File: src/common/seu_queue_pkg.sv
package seu_queue_pkg;

  // Clock and millisecond time base
  localparam int unsigned CLK_PERIOD_PS = 5000;
  localparam int unsigned ONE_MS_PS = 1000000000;
  localparam int unsigned MS_CYCLES = ONE_MS_PS / CLK_PERIOD_PS;

  // Check interval limits and queue size
  localparam logic [13:0] INTERVAL_MAX_MS = 14'h2710;
  localparam int QUEUE_DEPTH = 4;
  localparam int SECTOR_COUNT = 8;

  // Register offsets
  localparam logic [4:0] OFS_CTRL = 5'h00;
  localparam logic [4:0] OFS_INTERVAL = 5'h04;
  localparam logic [4:0] OFS_PRIO = 5'h08;
  localparam logic [4:0] OFS_MITIG_OFF = 5'h0c;
  localparam logic [4:0] OFS_STATUS = 5'h10;

  // Control fields and reset values
  localparam int CTRL_DETECT_BIT = 0;
  localparam int CTRL_SCRUB_BIT = 1;
  localparam int CTRL_PIN_BIT = 2;
  localparam logic [2:0] CTRL_RESET = 3'h0;
  localparam logic [13:0] INTERVAL_RESET = 14'h0000;

  // Status fields
  localparam int STAT_COUNT_LO = 0;
  localparam int STAT_PEND_BIT = 4;
  localparam int STAT_DROP_LO = 8;

  // Message fields
  localparam int SECT_ADDR_LO = 16;
  localparam int SECT_CNT_LO = 0;
  localparam int LOC_TYPE_LO = 29;
  localparam int LOC_FIXED_BIT = 28;
  localparam int LOC_POS_LO = 12;
  localparam int LOC_IDX_LO = 0;
  localparam logic [2:0] TYPE_SINGLE = 3'h1;
  localparam logic [2:0] TYPE_MULTI = 3'h2;

  typedef enum logic [2:0] {
    ST_PICK = 3'h1,
    ST_WAIT = 3'h2,
    ST_FIX = 3'h4
  } scan_state_type;

endpackage : seu_queue_pkg

File: src/hw/configuration_memory_seu_error_queue.sv
// The address-and-strobe port and the address map were decided locally.
`timescale 1ns/1ps

// Function
// RULE1: Scrubbing on corrects every detected single-bit error
// RULE2: Correction rewrites the bit in place
// RULE3: Each error queued, four messages at most
// RULE4: Message holds sector, type and location
// RULE5: Pending output high while queue nonempty
// RULE6: Pending falls only when retriever empties queue
// RULE7: Pending pin needs pin enable and detection
// RULE8: Two 32-bit words, sector word upper
// RULE9: Sector word: address 23:16, count-1 3:0
// RULE10: Location: type 31:29, corrected bit 28
// RULE11: Location: bit 23:12, row/frame 11:0
// RULE12: Location 23:0 zero unless scrubbed single-bit
// RULE13: Correction leaves the message queued
// RULE14: Scrub off: sector mitigation stops after error
// RULE15: Faulty config runs until correction completes
// RULE16: High priority sectors checked before others
// RULE17: Minimum interval 0 to 10000 ms
// RULE18: Priority sectors ignore interval, others obey
// RULE19: Detection runs only when enabled
// RULE20: Correction runs only when scrubbing enabled
// RULE21: FIFO order, sector word first, then location
// RULE22: Full queue drops new messages
module configuration_memory_seu_error_queue
  import seu_queue_pkg::*;
#(
  parameter int SECTORS = SECTOR_COUNT,
  parameter int MS_TICK_CYCLES = MS_CYCLES
) (
  // Clock and reset
  input wire logic clk_i,
  input wire logic sys_rst_i,
  // Register port
  input wire logic [4:0] reg_addr_i,
  input wire logic [31:0] reg_wdata_i,
  input wire logic reg_wr_i,
  input wire logic reg_rd_i,
  output logic [31:0] reg_rdata_o,
  // Sector check engine
  output logic check_start_o,
  output logic [7:0] check_sector_o,
  input wire logic res_valid_i,
  input wire logic res_err_i,
  input wire logic res_multi_i,
  input wire logic [11:0] res_bit_i,
  input wire logic [11:0] res_index_i,
  // In-place bit correction
  output logic fix_start_o,
  output logic [7:0] fix_sector_o,
  output logic [11:0] fix_bit_o,
  output logic [11:0] fix_index_o,
  input wire logic fix_done_i,
  // Message stream
  output logic stream_valid_o,
  output logic [31:0] stream_data_o,
  output logic stream_last_o,
  input wire logic stream_ready_i,
  // Error pending pin
  output logic error_pending_o
);
  localparam int SW = $clog2(SECTORS);
  localparam int TW = $clog2(MS_TICK_CYCLES + 1);
  localparam int PW = $clog2(QUEUE_DEPTH);
  localparam int CW = PW + 1;
  logic [2:0] ctrl_reg;
  logic [13:0] interval_reg;
  logic [SECTORS-1:0] prio_reg;
  logic [SECTORS-1:0] mitig_off_reg;
  logic [7:0] drop_reg;
  logic [31:0] rdata_reg;
  scan_state_type state_reg;
  logic [SECTORS-1:0] prio_left_reg;
  logic [SW-1:0] norm_ptr_reg;
  logic [SW-1:0] cur_sector_reg;
  logic cur_prio_reg;
  logic [13:0] wait_ms_reg;
  logic [TW-1:0] tick_reg;
  logic [3:0] err_cnt_reg [SECTORS];
  logic [63:0] q_mem [QUEUE_DEPTH];
  logic [PW-1:0] wr_ptr_reg;
  logic [PW-1:0] rd_ptr_reg;
  logic [CW-1:0] q_count_reg;
  logic word_sel_reg;
  logic detect_en;
  logic scrub_en;
  logic ms_tick;
  logic interval_done;
  logic [SECTORS-1:0] eligible;
  logic [SECTORS-1:0] prio_pend;
  logic pick_valid;
  logic pick_prio;
  logic [SW-1:0] pick_sector;
  logic norm_step;
  logic log_evt;
  logic fix_need;
  logic q_full;
  logic push;
  logic pop;
  logic [31:0] sect_word;
  logic [31:0] loc_word;
  assign detect_en = ctrl_reg[CTRL_DETECT_BIT];
  assign scrub_en = ctrl_reg[CTRL_SCRUB_BIT];
  // Register writes
  always_ff @(posedge clk_i) begin
    if (sys_rst_i) begin
      ctrl_reg <= CTRL_RESET;
      interval_reg <= INTERVAL_RESET;
      prio_reg <= '0;
    end else if (reg_wr_i) begin
      if (reg_addr_i == OFS_CTRL) begin
        ctrl_reg <= reg_wdata_i[2:0];
      end
      if (reg_addr_i == OFS_INTERVAL) begin
        if (reg_wdata_i[13:0] > INTERVAL_MAX_MS ||
            reg_wdata_i[31:14] != '0) begin
          interval_reg <= INTERVAL_MAX_MS; // RULE17
        end else begin
          interval_reg <= reg_wdata_i[13:0]; // RULE17
        end
      end
      if (reg_addr_i == OFS_PRIO) begin
        prio_reg <= reg_wdata_i[SECTORS-1:0];
      end
    end
  end
  // Sectors with mitigation stopped; write one to re-arm, set wins
  always_ff @(posedge clk_i) begin
    if (sys_rst_i) begin
      mitig_off_reg <= '0;
    end else begin
      for (int i = 0; i < SECTORS; i++) begin
        if (log_evt && !scrub_en && cur_sector_reg == SW'(i)) begin
          mitig_off_reg[i] <= 1'b1; // RULE14
        end else if (reg_wr_i && reg_addr_i == OFS_MITIG_OFF &&
                     reg_wdata_i[i]) begin
          mitig_off_reg[i] <= 1'b0;
        end
      end
    end
  end
  // Register reads
  always_ff @(posedge clk_i) begin
    if (sys_rst_i) begin
      rdata_reg <= '0;
    end else if (reg_rd_i) begin
      rdata_reg <= '0;
      unique case (reg_addr_i)
        OFS_CTRL: rdata_reg[2:0] <= ctrl_reg;
        OFS_INTERVAL: rdata_reg[13:0] <= interval_reg;
        OFS_PRIO: rdata_reg[SECTORS-1:0] <= prio_reg;
        OFS_MITIG_OFF: rdata_reg[SECTORS-1:0] <= mitig_off_reg;
        OFS_STATUS: begin
          rdata_reg[STAT_COUNT_LO +: CW] <= q_count_reg;
          rdata_reg[STAT_PEND_BIT] <= (q_count_reg != '0);
          rdata_reg[STAT_DROP_LO +: 8] <= drop_reg;
        end
        default: rdata_reg <= '0;
      endcase
    end
  end
  assign reg_rdata_o = rdata_reg;
  // Millisecond enable pulse
  always_ff @(posedge clk_i) begin
    if (sys_rst_i || ms_tick) begin
      tick_reg <= '0;
    end else begin
      tick_reg <= tick_reg + TW'(1);
    end
  end
  assign ms_tick = (tick_reg == TW'(MS_TICK_CYCLES - 1));
  // Candidate selection: priority round first, then one normal sector
  assign eligible = ~mitig_off_reg & {SECTORS{detect_en}}; // RULE19 RULE14
  assign prio_pend = prio_left_reg & prio_reg & eligible;
  assign interval_done = (wait_ms_reg == '0);
  always_comb begin
    pick_valid = 1'b0;
    pick_prio = 1'b0;
    pick_sector = '0;
    norm_step = 1'b0;
    if (prio_pend != '0) begin
      pick_valid = 1'b1; // RULE16 RULE18
      pick_prio = 1'b1;
      for (int i = SECTORS - 1; i >= 0; i--) begin
        if (prio_pend[i]) begin
          pick_sector = SW'(i);
        end
      end
    end else if (interval_done) begin
      norm_step = 1'b1; // RULE17 RULE18
      pick_sector = norm_ptr_reg;
      pick_valid = eligible[norm_ptr_reg] && !prio_reg[norm_ptr_reg];
    end
  end
  // Scan sequencer
  always_ff @(posedge clk_i) begin
    if (sys_rst_i) begin
      state_reg <= ST_PICK;
      cur_sector_reg <= '0;
      cur_prio_reg <= 1'b0;
      check_start_o <= 1'b0;
    end else begin
      check_start_o <= 1'b0;
      unique case (state_reg)
        ST_PICK: begin
          if (pick_valid) begin
            state_reg <= ST_WAIT;
            cur_sector_reg <= pick_sector;
            cur_prio_reg <= pick_prio;
            check_start_o <= 1'b1;
          end
        end
        ST_WAIT: begin
          if (res_valid_i) begin
            state_reg <= fix_need ? ST_FIX : ST_PICK;
          end
        end
        ST_FIX: begin
          if (fix_done_i) begin
            state_reg <= ST_PICK; // RULE15
          end
        end
        default: state_reg <= ST_PICK;
      endcase
    end
  end
  assign check_sector_o = 8'(cur_sector_reg);
  // Priority round bookkeeping
  always_ff @(posedge clk_i) begin
    if (sys_rst_i) begin
      prio_left_reg <= '0;
    end else if (state_reg == ST_PICK) begin
      if (pick_valid && pick_prio) begin
        prio_left_reg[pick_sector] <= 1'b0;
      end else if (prio_pend == '0) begin
        prio_left_reg <= prio_reg & eligible; // RULE16
      end
    end
  end
  // Normal sweep pointer and interval wait
  always_ff @(posedge clk_i) begin
    if (sys_rst_i) begin
      norm_ptr_reg <= '0;
      wait_ms_reg <= '0;
    end else if (state_reg == ST_PICK && norm_step) begin
      if (norm_ptr_reg == SW'(SECTORS - 1)) begin
        norm_ptr_reg <= '0;
        wait_ms_reg <= interval_reg; // RULE17
      end else begin
        norm_ptr_reg <= norm_ptr_reg + SW'(1);
      end
    end else if (ms_tick && !interval_done) begin
      wait_ms_reg <= wait_ms_reg - 14'h0001;
    end
  end
  // Result handling
  assign log_evt = (state_reg == ST_WAIT) && res_valid_i && res_err_i;
  assign fix_need = log_evt && scrub_en && !res_multi_i; // RULE1 RULE20
  always_ff @(posedge clk_i) begin
    if (sys_rst_i) begin
      fix_start_o <= 1'b0;
      fix_sector_o <= '0;
      fix_bit_o <= '0;
      fix_index_o <= '0;
    end else begin
      fix_start_o <= fix_need; // RULE2
      if (fix_need) begin
        fix_sector_o <= 8'(cur_sector_reg);
        fix_bit_o <= res_bit_i;
        fix_index_o <= res_index_i;
      end
    end
  end

  // Per-sector error counts, saturating
  always_ff @(posedge clk_i) begin
    if (sys_rst_i) begin
      for (int i = 0; i < SECTORS; i++) begin
        err_cnt_reg[i] <= '0;
      end
    end else if (log_evt && err_cnt_reg[cur_sector_reg] != 4'hf) begin
      err_cnt_reg[cur_sector_reg] <= err_cnt_reg[cur_sector_reg] + 4'h1;
    end
  end

  // Message assembly
  always_comb begin
    sect_word = '0;
    sect_word[SECT_ADDR_LO +: 8] = 8'(cur_sector_reg); // RULE9
    sect_word[SECT_CNT_LO +: 4] = err_cnt_reg[cur_sector_reg]; // RULE9
    loc_word = '0;
    loc_word[LOC_TYPE_LO +: 3] =
      res_multi_i ? TYPE_MULTI : TYPE_SINGLE; // RULE10
    loc_word[LOC_FIXED_BIT] = fix_need; // RULE10
    if (fix_need) begin
      loc_word[LOC_POS_LO +: 12] = res_bit_i; // RULE11 RULE12
      loc_word[LOC_IDX_LO +: 12] = res_index_i; // RULE11
    end
  end

  // Message queue
  assign q_full = (q_count_reg == CW'(QUEUE_DEPTH));
  assign push = log_evt && !q_full; // RULE3 RULE22
  assign pop = stream_valid_o && stream_ready_i && word_sel_reg;
  always_ff @(posedge clk_i) begin
    if (push) begin
      q_mem[wr_ptr_reg] <= {sect_word, loc_word}; // RULE4 RULE8
    end
  end

  always_ff @(posedge clk_i) begin
    if (sys_rst_i) begin
      wr_ptr_reg <= '0;
      rd_ptr_reg <= '0;
      q_count_reg <= '0;
      drop_reg <= '0;
    end else begin
      if (push) begin
        wr_ptr_reg <= wr_ptr_reg + PW'(1);
      end
      if (pop) begin
        rd_ptr_reg <= rd_ptr_reg + PW'(1); // RULE21 RULE13
      end
      if (push && !pop) begin
        q_count_reg <= q_count_reg + CW'(1);
      end else if (pop && !push) begin
        q_count_reg <= q_count_reg - CW'(1); // RULE6
      end
      if (log_evt && q_full && drop_reg != 8'hff) begin
        drop_reg <= drop_reg + 8'h01; // RULE22
      end
    end
  end

  // Word phase of the head message
  always_ff @(posedge clk_i) begin
    if (sys_rst_i) begin
      word_sel_reg <= 1'b0;
    end else if (stream_valid_o && stream_ready_i) begin
      word_sel_reg <= !word_sel_reg; // RULE21
    end
  end
  assign stream_valid_o = (q_count_reg != '0);
  assign stream_last_o = word_sel_reg;
  assign stream_data_o = word_sel_reg ? q_mem[rd_ptr_reg][31:0] :
                         q_mem[rd_ptr_reg][63:32]; // RULE8 RULE21
  assign error_pending_o = stream_valid_o && detect_en &&
                           ctrl_reg[CTRL_PIN_BIT]; // RULE5 RULE7
endmodule : configuration_memory_seu_error_queue

File: config.mk
export PLATFORM = sky130hd
export DESIGN_NAME = configuration_memory_seu_error_queue
export DESIGN_NICKNAME = d
export VERILOG_FILES = /design/src/common/seu_queue_pkg.sv /design/src/hw/configuration_memory_seu_error_queue.sv
export SDC_FILE = /design/constraint.sdc
export NUM_CORES = 1
export LEC_CHECK = 0
export ABC_AREA = 1
export BUFFER_PORTS_ARGS = -buffer_cell sky130_fd_sc_hd__buf_2
export CAP_MARGIN = 30
export CORE_MARGIN = 2
export CORE_UTILIZATION = 49
export DETAILED_ROUTE_END_ITERATION = 7
export HOLD_SLACK_MARGIN = 0.08
export PLACE_DENSITY = 0.68
export SKIP_LAST_GASP = 1
export SYNTH_ARGS = -nofsm -noshare
export SYNTH_HDL_FRONTEND = slang
export SYNTH_SLANG_ARGS = --single-unit
File: constraint.sdc
create_clock -name clk_i -period 4.28 [get_ports clk_i]
set_input_delay 1.07 -clock clk_i [delete_from_list [all_inputs] [get_ports clk_i]]
set_output_delay 1.07 -clock clk_i [all_outputs]
set_load 0.005 [all_outputs]
### Word-level counts from Yosys, hierarchy flattened

Memory sizes are Yosys's and may differ from the RTL's. A register that Yosys moved wholly into a read port is not among the register bits.
Cells that the tools add are included.

| storage, ports and cells | value |
|---|---|
| memory bits (writable) | 168 |
| memories | 2 |
| input bits | 70 |
| output and inout port bits | 109 |
| logic and storage cells | 223 |
| register bits after elaboration | 143 |

Memories:

| memory | depth | width | read ports | clocked after memory_dff | write ports | RTL line | source |
|---|---|---|---|---|---|---|---|
| q_mem | 4 | 34 | 1 | 1 | 1 | configuration_memory_seu_error_queue.sv:82 | `logic [63:0] q_mem [QUEUE_DEPTH];` |
| err_cnt_reg | 8 | 4 | 1 | 1 | 8 | configuration_memory_seu_error_queue.sv:81 | `logic [3:0] err_cnt_reg [SECTORS];` |

| operators by class | value |
|---|---|
| add/subtract/negate cells | 9 |
| equality and inequality tests | 23 |
| bitwise operators | 8 |
| muxes and demuxes | 75 |
| reductions and logical operators | 74 |
| magnitude comparators | 4 |

Operators by type and width:

| kind | count |
|---|---|
| $mux 3 | 20 |
| $mux 14 | 4 |
| $and 8x8->8 | 5 |
| $logic_and 1x1->1 | 37 |
| $mux 1 | 33 |
| $mux 32 | 1 |
| $mux 24 | 1 |
| $reduce_bool 2->1 | 11 |
| $eq 3x3->1 const B | 7 |
| $add 18x1->18 const B | 1 |
| $eq 18x18->1 const B | 1 |
| $pmux 3 s3 | 2 |
| $reduce_bool 18->1 | 1 |
| $mux 8 | 2 |
| $not 8->8 | 2 |
| $pmux 3 s5 | 1 |
| $gt 14x14->1 const B | 1 |
| $logic_not 14->1 | 1 |
| $sub 14x1->14 const B | 1 |
| $pmux 6 s2 | 1 |
| $reduce_and 2->1 | 6 |
| $eq 5x4->1 const B | 2 |
| $eq 3x2->1 const B | 3 |
| $add 8x1->8 const B | 1 |
| 30 further kinds | 48 |

### Logic depth before layout (Yosys ltp)

Gate-level depths: netlist (run 1).

| logic depth | value |
|---|---|
| word-level depth | 19 |
| depth in mapped cells | 14 |

### Least setup slack after synthesis (run 1)

No wires, ideal clock.

| timing path | value |
|---|---|
| path kind | input to register |
| start point | input res_err_i |
| end point | memory q_mem[0][0] (netlist name), enable pin |
| cell stages on the path | 4 |
| setup slack | 0.840 ns |
| data required time | 3.855 ns |
| buffers on the path | 0 |
| arrival | 3.014 ns |
| cells stage by stage | nand3_1 -> nor2_1 -> inv_1 -> nor2_1 |

| between the ends | value |
|---|---|
| word-level cells in the longest chain between the ends | 4 |

Ends and longest elaborated chain:

| element | RTL line | source |
|---|---|---|
| start: declaration | configuration_memory_seu_error_queue.sv:46 | `input wire logic res_err_i,` |
| $logic_and 1x1->1 | configuration_memory_seu_error_queue.sv:259 | `assign log_evt = (state_reg == ST_WAIT) && res_valid_i && res_err_i;` |
| $logic_and 1x1->1 | configuration_memory_seu_error_queue.sv:305 | `assign push = log_evt && !q_full;` |
| via push | configuration_memory_seu_error_queue.sv:100 | `logic push;` |
| $mux 1 | configuration_memory_seu_error_queue.sv:308 | `if (push) begin` |
| $mux 1 (implied by the code) | configuration_memory_seu_error_queue.sv:309 | `q_mem[wr_ptr_reg] <= {sect_word, loc_word};` |
| end: declaration | configuration_memory_seu_error_queue.sv:82 |  |

The timed path passes the listed nets, and every way through them passes these cells.

==> impl_metrics.toml, run 1 <==
[place]
gp_congestion = 0.901
dpl_worst_slack_ns = 1.10
place.detailed.instances = 2137
dpl.hpwl_mm = 23.5
port_buffers = 147

[status]
status = "completed"

[global_route]
grt_overflow = 0
grt_max_degree = 69
grt_pass1_wl_mm = 56.2
grt_use_total = 0.228
grt_pass1_vias = 11000
antenna_found_initial = 0

[clock_tree]
cts.path.max_buffers = 3
insertion_delay_ns = 0.53
post-cts-setup-buffer-count = 0
hold_buffers = 0
cts_tree = "yes"
htreeDepth = 2
clkTransAtPathRegs_ns = 0.06
cts_resized = 0
cts-root-buf = "clkbuf_16"
cts_buffers = 34
cts.sinks = 316

[pwr]
power.switching_uw = 2230
p_comb_frac = 0.166
p_leak_uw = 0.00659
vdd_ir_drop_max_mv = 0.333
switching_share = 0.293
p_clk_frac = 0.380
p_total_uw = 7590
seqPwrFrac = 0.454
p_per_area_mw_per_mm2 = 465
p_int_uw = 5370

[min_path]
min_path_cells = 1
hold_path_class = "reg -> reg"

[sta]
max-slew-margin-rel = 0.404
maxSlewViolCount = 0
fin_crit_sh = 0.808
worst_pin_slew_ns = 0.890
setup_ws_ns = 0.823
skew_ns = 0.0161
rsz0062_at_grt = "no"
finalHoldViolCount = 0
fin_tns_setup_ns = 0
finalSetupViolCount = 0
period_needed_ns = 3.46
timing.fmax_mhz = 289

[job]
max_cap_viol_count = 0

[logic_synthesis]
yosys.area.top_type = "edfxtp_1"
synthCells = 1653
synth-main-ff-cell = "edfxtp_1"
synth_top_area_share = 0.354
synth-seq-area-share = 0.562
avgSynthCellArea_sq_um = 8.62
ys_async_sr_fraction = 0
synth_area_leaders = "edfxtp_1 (35%), dfxtp_1 (21%), nor2_1 (7.7%)"
synth_commonest_cells = "nor2_1 (294), nand2_1 (241), o21ai_0 (175)"
synth_seq_cells = 316
yosysWarnings = 0
netlist_area_sq_mm = 0.0142
synth_cell_type_count = 47
synth.most_common_cell = "nor2_1"
synth_edf_count = 168

[detailed_routing]
drt_iter0_drc = 911
drc = 0
wl_mm = 34.9
vias_per_cell = 5.30
final_antenna_net_count = 0
dr.pass1.iters = 5
wl_per_cell_um = 15.9
vias = 11700

[worst_setup_path]
worstRegToRegCells = 9
crit_arrival_ns = 2.39
cp-end-kind = "output port"
worstPathMaxFanout = 24
cp.required_ns = 3.21
worst_setup_path_start_kind = "flip-flop"
worst-setup-path-type = "reg -> out"

[layout]
final_util = 0.570
final_cells = 2199
fillers = 2561
drive_gt1_frac = 0.138
synthToLayoutAreaGrowth_pct = 14.6
fin_nets = 1872
largest_reg_flops = 136
diodes = 0

[floorplanning]
die_h_um = 174
die_area_sq_mm = 0.0304
rows = 62
core_sq_mm = 0.0286
start_util = 0.498
fp.dieW_um = 174
io_pins = 179
-- kinds of logic (layout without fill, tap and decap cells) --
group	Yosys count	in the layout	synth area share
simple gates	664	664	0.194
compound gates	376	376	0.139
flops	316	316	0.562
buf+inv	269	401	0.0828
xor+xnor	14	14	0.00966
fa+ha+maj	13	13	0.0119
other cells	1	31	0.000263
-- critical path, stage by stage (launching register included) --
cell	delay, ns
dfxtp_2	0.31
inv_1	0.49
buf_4	0.34
o21ai_0	0.10
o22ai_1	0.16
nor2_1	0.05
a31oi_1	0.22
buf_2	0.16
-- routing by layer --
metal / global-route usage / up-vias / routed length, um
li1: - / 5754 / -
met1: 0.308 / 5369 / 15300
met2: 0.373 / 444 / 16200
met3: 0.0374 / 87 / 2340
met4: 0.0795 / 0 / 1080
met5: 0 / - / 0
-- power groups by stage --
stage | sequential (uW) | combinational, uW | clock, uW
floorplan | 3460 | 959 | 0
finish | 3450 | 1260 | 2880
global route | 3460 | 1430 | 3060
CTS | 3450 | 1250 | 2930
detailed placement | 3510 | 1240 | 0
global placement | 3510 | 1230 | 0
-- cell usage in the layout, fill, tap and decap left out, drive strengths merged, types with 9 or more instances in the layout --
master  netlist  layout
nor2        302     302
clkbuf       47      49
o21ai       187     187
ha           12      12
inv         172     176
nand3        62      62
conb          1      31
a31oi         9       9
a21oi       141     141
nand4        16      16
nor3         25      25
buf          48     165
dfxtp       148     148
xor2         10      10
o22ai        17      17
edfxtp      168     168
clkinv        2       9
nand2       248     248
-- path summary, 6_finish.rpt --
path | end | start | slack (ns)
hold / removal | rd_ptr_reg[1] | rd_ptr_reg[1] | 0.45
hold reg to reg | rd_ptr_reg[1] | rd_ptr_reg[1] | 0.45
setup / recovery | stream_data_o[16] | flip-flop | 0.82
setup reg to reg | err_cnt_reg[7][2] | flip-flop | 1.37
-- per-stage QoR --
step	hold WS [ns]	instance area, sq um
floorplan	0.412	14400
global placement	0.433	15200
detailed placement	0.436	15200
CTS	0.444	16300
global route	0.472	16300
finish	0.446	16300
-- cell type report --
cell class	count	area (sq um)	area share
Clock buffer	49	970	0.0594
Clock inverter	13	134	0.00820
Timing Repair Buffer	165	871	0.0533
Sequential cell	316	8010	0.491
Tap cell	384	480	0.0294
Inverter	174	656	0.0402
Multi-Input combinational cell	1098	5200	0.319
No activity file was read; power rests on OpenSTA's default activity.
==> run 2: changes to the inputs <==
--- a/config.mk
+++ b/config.mk
@@ -12,7 +12,7 @@
 export CORE_UTILIZATION = 49
 export DETAILED_ROUTE_END_ITERATION = 7
 export HOLD_SLACK_MARGIN = 0.08
-export PLACE_DENSITY = 0.68
+export PLACE_DENSITY = 0.71
 export SKIP_LAST_GASP = 1
 export SYNTH_ARGS = -nofsm -noshare
 export SYNTH_HDL_FRONTEND = slang
==> constraint.sdc (replaced) <==
create_clock -name clk_i -period 3.1 [get_ports clk_i]
set_input_delay 0.775 -clock clk_i [delete_from_list [all_inputs] [get_ports clk_i]]
set_output_delay 0.775 -clock clk_i [all_outputs]
set_load 0.005 [all_outputs]
==> run 2 against run 1 <==
Non-clock buffer count rose by 13. Clock-buffer cell count grew 3. Final cell count increased by 0.55%. Core utilization grew 0.79 points. Critical path type unchanged. Largest cell class unchanged. Largest power group unchanged.
==> impl_metrics.toml, run 2 (synthesis results as in run 1) <==
[detailed_routing]
wl_per_cell_um = 16.1
dr.pass1.iters = 8
final_antenna_net_count = 0
drt_iter0_drc = 974
wl_mm = 35.5
drc = 0
vias_per_cell = 5.32
vias = 11800

[sta]
timing.fmax_mhz = 340
rsz0062_at_grt = "no"
finalHoldViolCount = 0
period_needed_ns = 2.94
fin_crit_sh = 0.948
worst_pin_slew_ns = 0.660
maxSlewViolCount = 0
max-slew-margin-rel = 0.560
hold-worst-slack_ns = 0.457
finalSetupViolCount = 0
skew_ns = 0.0205
fin_tns_setup_ns = 0

[worst_setup_path]
cp_cell_sequence = "inv_1 -> buf_4 -> nor2_1 -> o22ai_1 -> nor2_1 -> a31oi_1 -> buf_2"
slowest_stage = "inv_1"
worstPathMaxFanout = 18
crit_buf_inv = 3
worst_setup_path_start_kind = "flip-flop"
critPathTopFamily = "buffers and inverters"
cp-end-kind = "output port"
crit_top_cell = "nor2_1"
worst-setup-path-type = "reg -> out"
max_stage_delay_ns = 0.42
cp.required_ns = 2.32
crit_arrival_ns = 2.16

[layout]
largest_reg_flops = 136
final_cell_mix = "nor2_1 (290), nand2_1 (241), o21ai_0 (175), edfxtp_1 (168), inv_1 (166)"
design_area_sq_mm = 0.0165
synthToLayoutAreaGrowth_pct = 16.2
diodes = 0
layout_commonest_cell = "nor2_1"
drive_gt1_frac = 0.147
fin_nets = 1885

[global_route]
grt_max_degree = 69
grt_use_total = 0.230
grt_pass1_vias = 11000
antenna_found_initial = 0
grt_pass1_wl_mm = 56.6
grt_overflow = 0

[clock_tree]
clkTransAtPathRegs_ns = 0.06
cts.sinks = 316
cts_tree = "yes"
hold_buffers = 0
post-cts-setup-buffer-count = 0
cts.path.max_buffers = 3
insertion_delay_ns = 0.51
cts_resized = 0
cts-root-buf = "clkbuf_16"
htreeDepth = 2
cts_buffers = 34

[floorplanning]
rows = 62
start_util = 0.498
die_area_sq_mm = 0.0304
die_h_um = 174
core_sq_mm = 0.0286
fp.dieW_um = 174
io_pins = 179

[job]
max_cap_viol_count = 0

[pwr]
vdd_ir_drop_max_mv = 0.430
p_per_area_mw_per_mm2 = 639
p_leak_uw = 0.00670

[status]
status = "completed"

[place]
dpl.hpwl_mm = 24.4
port_buffers = 147
place_area_sq_mm = 0.0154
gp_congestion = 0.918

[min_path]
hold_path_class = "reg -> reg"
## run 2: cell types whose count changed in the layout (fill, tap and decap cells not counted), moves of 2 or more
cell	delta
buf_12	+7
clkbuf_1	-5
buf_4	+6
inv_16	-2
clkinv_2	-2
clkbuf_8	+7
## run 2: metrics by stage
stage | worst slack, ns | power (uW) | std cells | utilization
4_1_cts | 0.0931 | 10600 | 2211 | 0.578
6_report | 0.163 | 10600 | 2211 | 0.578
3_3_place_gp | 0.458 | 6590 | 2150 | 0.538
2_1_floorplan | -0.0446 | 6100 | 1683 | -
5_1_grt | 0.00930 | 11000 | 2211 | 0.578
3_5_place_dp | 0.372 | 6600 | 2150 | 0.538
## run 2: path summary, 6_finish.rpt
| path | start | depth (start not counted) | slack (ns) | endpoint |
|---|---|---|---|---|
| worst min-delay path | drop_reg[4] | 2 | 0.46 | drop_reg[4] |
| worst max-delay path | flip-flop | 7 | 0.16 | stream_data_o[2] |
| worst max register to register | state_reg[0] | 8 | 0.52 | q_mem[1][14] |
| worst min register to register | drop_reg[4] | 2 | 0.46 | drop_reg[4] |
## run 2: report_power, final
group | internal (uW) | switching [uW] | total, uW
clock network | 2400 | 1610 | 4020
registers | 4580 | 175 | 4760
logic | 550 | 1250 | 1800
## run 2: worst reg2reg max path, stage by stage (launching register included)
cell,delay (ns)
dfxtp_1,0.30
inv_1,0.12
nand2_1,0.06
nor2_1,0.21
nand3_1,0.36
nor2_1,0.33
inv_1,0.25
nor2_4,0.40
buf_12,0.24
## run 2: cell type report
cell class / count / area (sq um)
sequential: 316 / 8010
tap: 384 / 480
fill: 2472 / 12100
clock buffer: 52 / 1070
inverter: 174 / 656
multi-input combinational: 1098 / 5200
clock inverter: 9 / 71.3
timing repair buffer: 178 / 1060
## run 2: metal layers
metal	GRT usage	up-vias	part of all wire
met3	0.0343	68	0.070
li1	-	5785	-
met4	0.0679	0	0.025
met2	0.379	464	0.47
met5	0	-	0
met1	0.315	5446	0.44
==> run 3: changes to the inputs <==
--- a/config.mk
+++ b/config.mk
@@ -8,11 +8,13 @@
 export ABC_AREA = 1
 export BUFFER_PORTS_ARGS = -buffer_cell sky130_fd_sc_hd__buf_2
 export CAP_MARGIN = 30
+export CELL_PAD_IN_SITES_DETAIL_PLACEMENT = 0
+export CELL_PAD_IN_SITES_GLOBAL_PLACEMENT = 1
 export CORE_MARGIN = 2
-export CORE_UTILIZATION = 49
+export CORE_UTILIZATION = 40
 export DETAILED_ROUTE_END_ITERATION = 7
 export HOLD_SLACK_MARGIN = 0.08
-export PLACE_DENSITY = 0.71
+export PLACE_DENSITY = 0.76
 export SKIP_LAST_GASP = 1
 export SYNTH_ARGS = -nofsm -noshare
 export SYNTH_HDL_FRONTEND = slang
==> run 3 against run 2 <==
Register-to-register slack lost 0.06 ns. Sequential power is essentially flat. Clock-buffer cell count shrank 9. Hold slack lost 0.018 ns. Sequential cell count is the same. Combinational power is essentially flat. Wire length grew 3.9%. Clock power grew 11%. Final cell count grew 3.5%. Core utilization shrank 10 points.
==> impl_metrics.toml, run 3 (synthesis results as in run 1) <==
[status]
status = "completed"

[worst_setup_path]
slowest_stage = "dfxtp_2"
crit_arrival_ns = 2.18
crit_buf_inv = 3
crit_top_cell = "nor2_1"
cp_cell_sequence = "inv_1 -> buf_6 -> nor2_1 -> o22ai_1 -> nor2_1 -> a31oi_1 -> buf_2"
worst-setup-path-type = "reg -> out"
critPathTopFamily = "buffers and inverters"
cp-end-kind = "output port"
worst_setup_path_start_kind = "flip-flop"
cp.required_ns = 2.32
worstPathMaxFanout = 44
max_stage_delay_ns = 0.43

[sta]
finalHoldViolCount = 0
rsz0062_at_grt = "no"
fin_tns_setup_ns = 0
period_needed_ns = 2.96
maxSlewViolCount = 0
skew_ns = 0.0129
fin_crit_sh = 0.955
finalSetupViolCount = 0
worst_pin_slew_ns = 0.664
hold-worst-slack_ns = 0.439
timing.fmax_mhz = 338
max-slew-margin-rel = 0.556

[pwr]
p_per_area_mw_per_mm2 = 659
p_leak_uw = 0.00674
vdd_ir_drop_max_mv = 0.380

[clock_tree]
cts.sinks = 316
htreeDepth = 2
cts_buffers = 36
hold_buffers = 0
cts.path.max_buffers = 3
clkTransAtPathRegs_ns = 0.06
insertion_delay_ns = 0.53
cts_tree = "yes"
cts-root-buf = "clkbuf_16"

[layout]
synthToLayoutAreaGrowth_pct = 17.7
fillers = 3364
fin_nets = 1885
diodes = 0
layout_commonest_cell = "nor2_1"
final_cell_mix = "nor2_1 (290), nand2_1 (241), o21ai_0 (175), edfxtp_1 (168), inv_1 (166)"
largest_reg_flops = 136
drive_gt1_frac = 0.148

[detailed_routing]
wl_mm = 36.9
wl_per_cell_um = 16.1
drt_iter0_drc = 747
vias = 11600
drc = 0
vias_per_cell = 5.06
final_antenna_net_count = 0
dr.pass1.iters = 5

[job]
max_cap_viol_count = 0

[floorplanning]
io_pins = 179
core_sq_mm = 0.0353
fp.dieW_um = 193
die_h_um = 193
die_area_sq_mm = 0.0371
start_util = 0.403
rows = 69

[global_route]
grt_max_degree = 61
grt_overflow = 0
grt_pass1_vias = 10900
antenna_found_initial = 0
grt_pass1_wl_mm = 57.3
grt_use_total = 0.197

[place]
gp_congestion = 0.825
dpl.hpwl_mm = 25.5
port_buffers = 147

[min_path]
hold_path_class = "reg -> reg"
==> run 3: where the power goes <==
part	switching [uW]	internal, uW
Sequential	173	4580
Combinational	1270	549
Clock	1740	2730
==> run 3: per-stage QoR <==
stage	utilization	cell area (sq um)	total power (uW)	std cells	setup WS, ns
2_1_floorplan	-	14400	6100	1683	-0.0446
3_3_place_gp	0.438	15500	6640	2224	0.605
3_5_place_dp	0.438	15500	6640	2224	0.566
4_1_cts	0.474	16700	11100	2287	0.0616
5_1_grt	0.475	16800	11600	2288	0.00733
6_report	0.475	16800	11000	2288	0.140
==> run 3: path summary, 6_finish.rpt <==
| path | start | end | slack [ns] | cells after the start |
|---|---|---|---|---|
| worst min-delay path | rd_ptr_reg[1] | rd_ptr_reg[1] | 0.44 | 1 |
| worst max-delay path | flip-flop | stream_data_o[16] | 0.14 | 7 |
| worst max register to register | q_count_reg[2] | q_count_reg[2] | 0.46 | 13 |
| worst min register to register | rd_ptr_reg[1] | rd_ptr_reg[1] | 0.44 | 1 |
==> run 3: layout make-up <==
class	count	area, sq um	area share
sequential	316	8010	0.478
multi-input combinational	1098	5200	0.311
timing repair buffer	176	1060	0.0634
clock buffer	43	957	0.0571
inverter	174	656	0.0391
tap	461	577	0.0344
clock inverter	20	297	0.0177
==> run 3: what timing repair did <==
| item | in CTS | in global routing |
|---|---|---|
| endpoints found under the setup margin | 0 | 2 |
| gates resized for setup | 0 | 1 |
| buffers inserted | 0 | 0 |
==> run 3: layer usage <==
metal  GRT usage  up-vias  share of wire
li1            -     5782              -
met1       0.257     5393           0.45
met2       0.333      342           0.47
met3      0.0329       64          0.056
met4      0.0602        0          0.025
met5           0        -              0
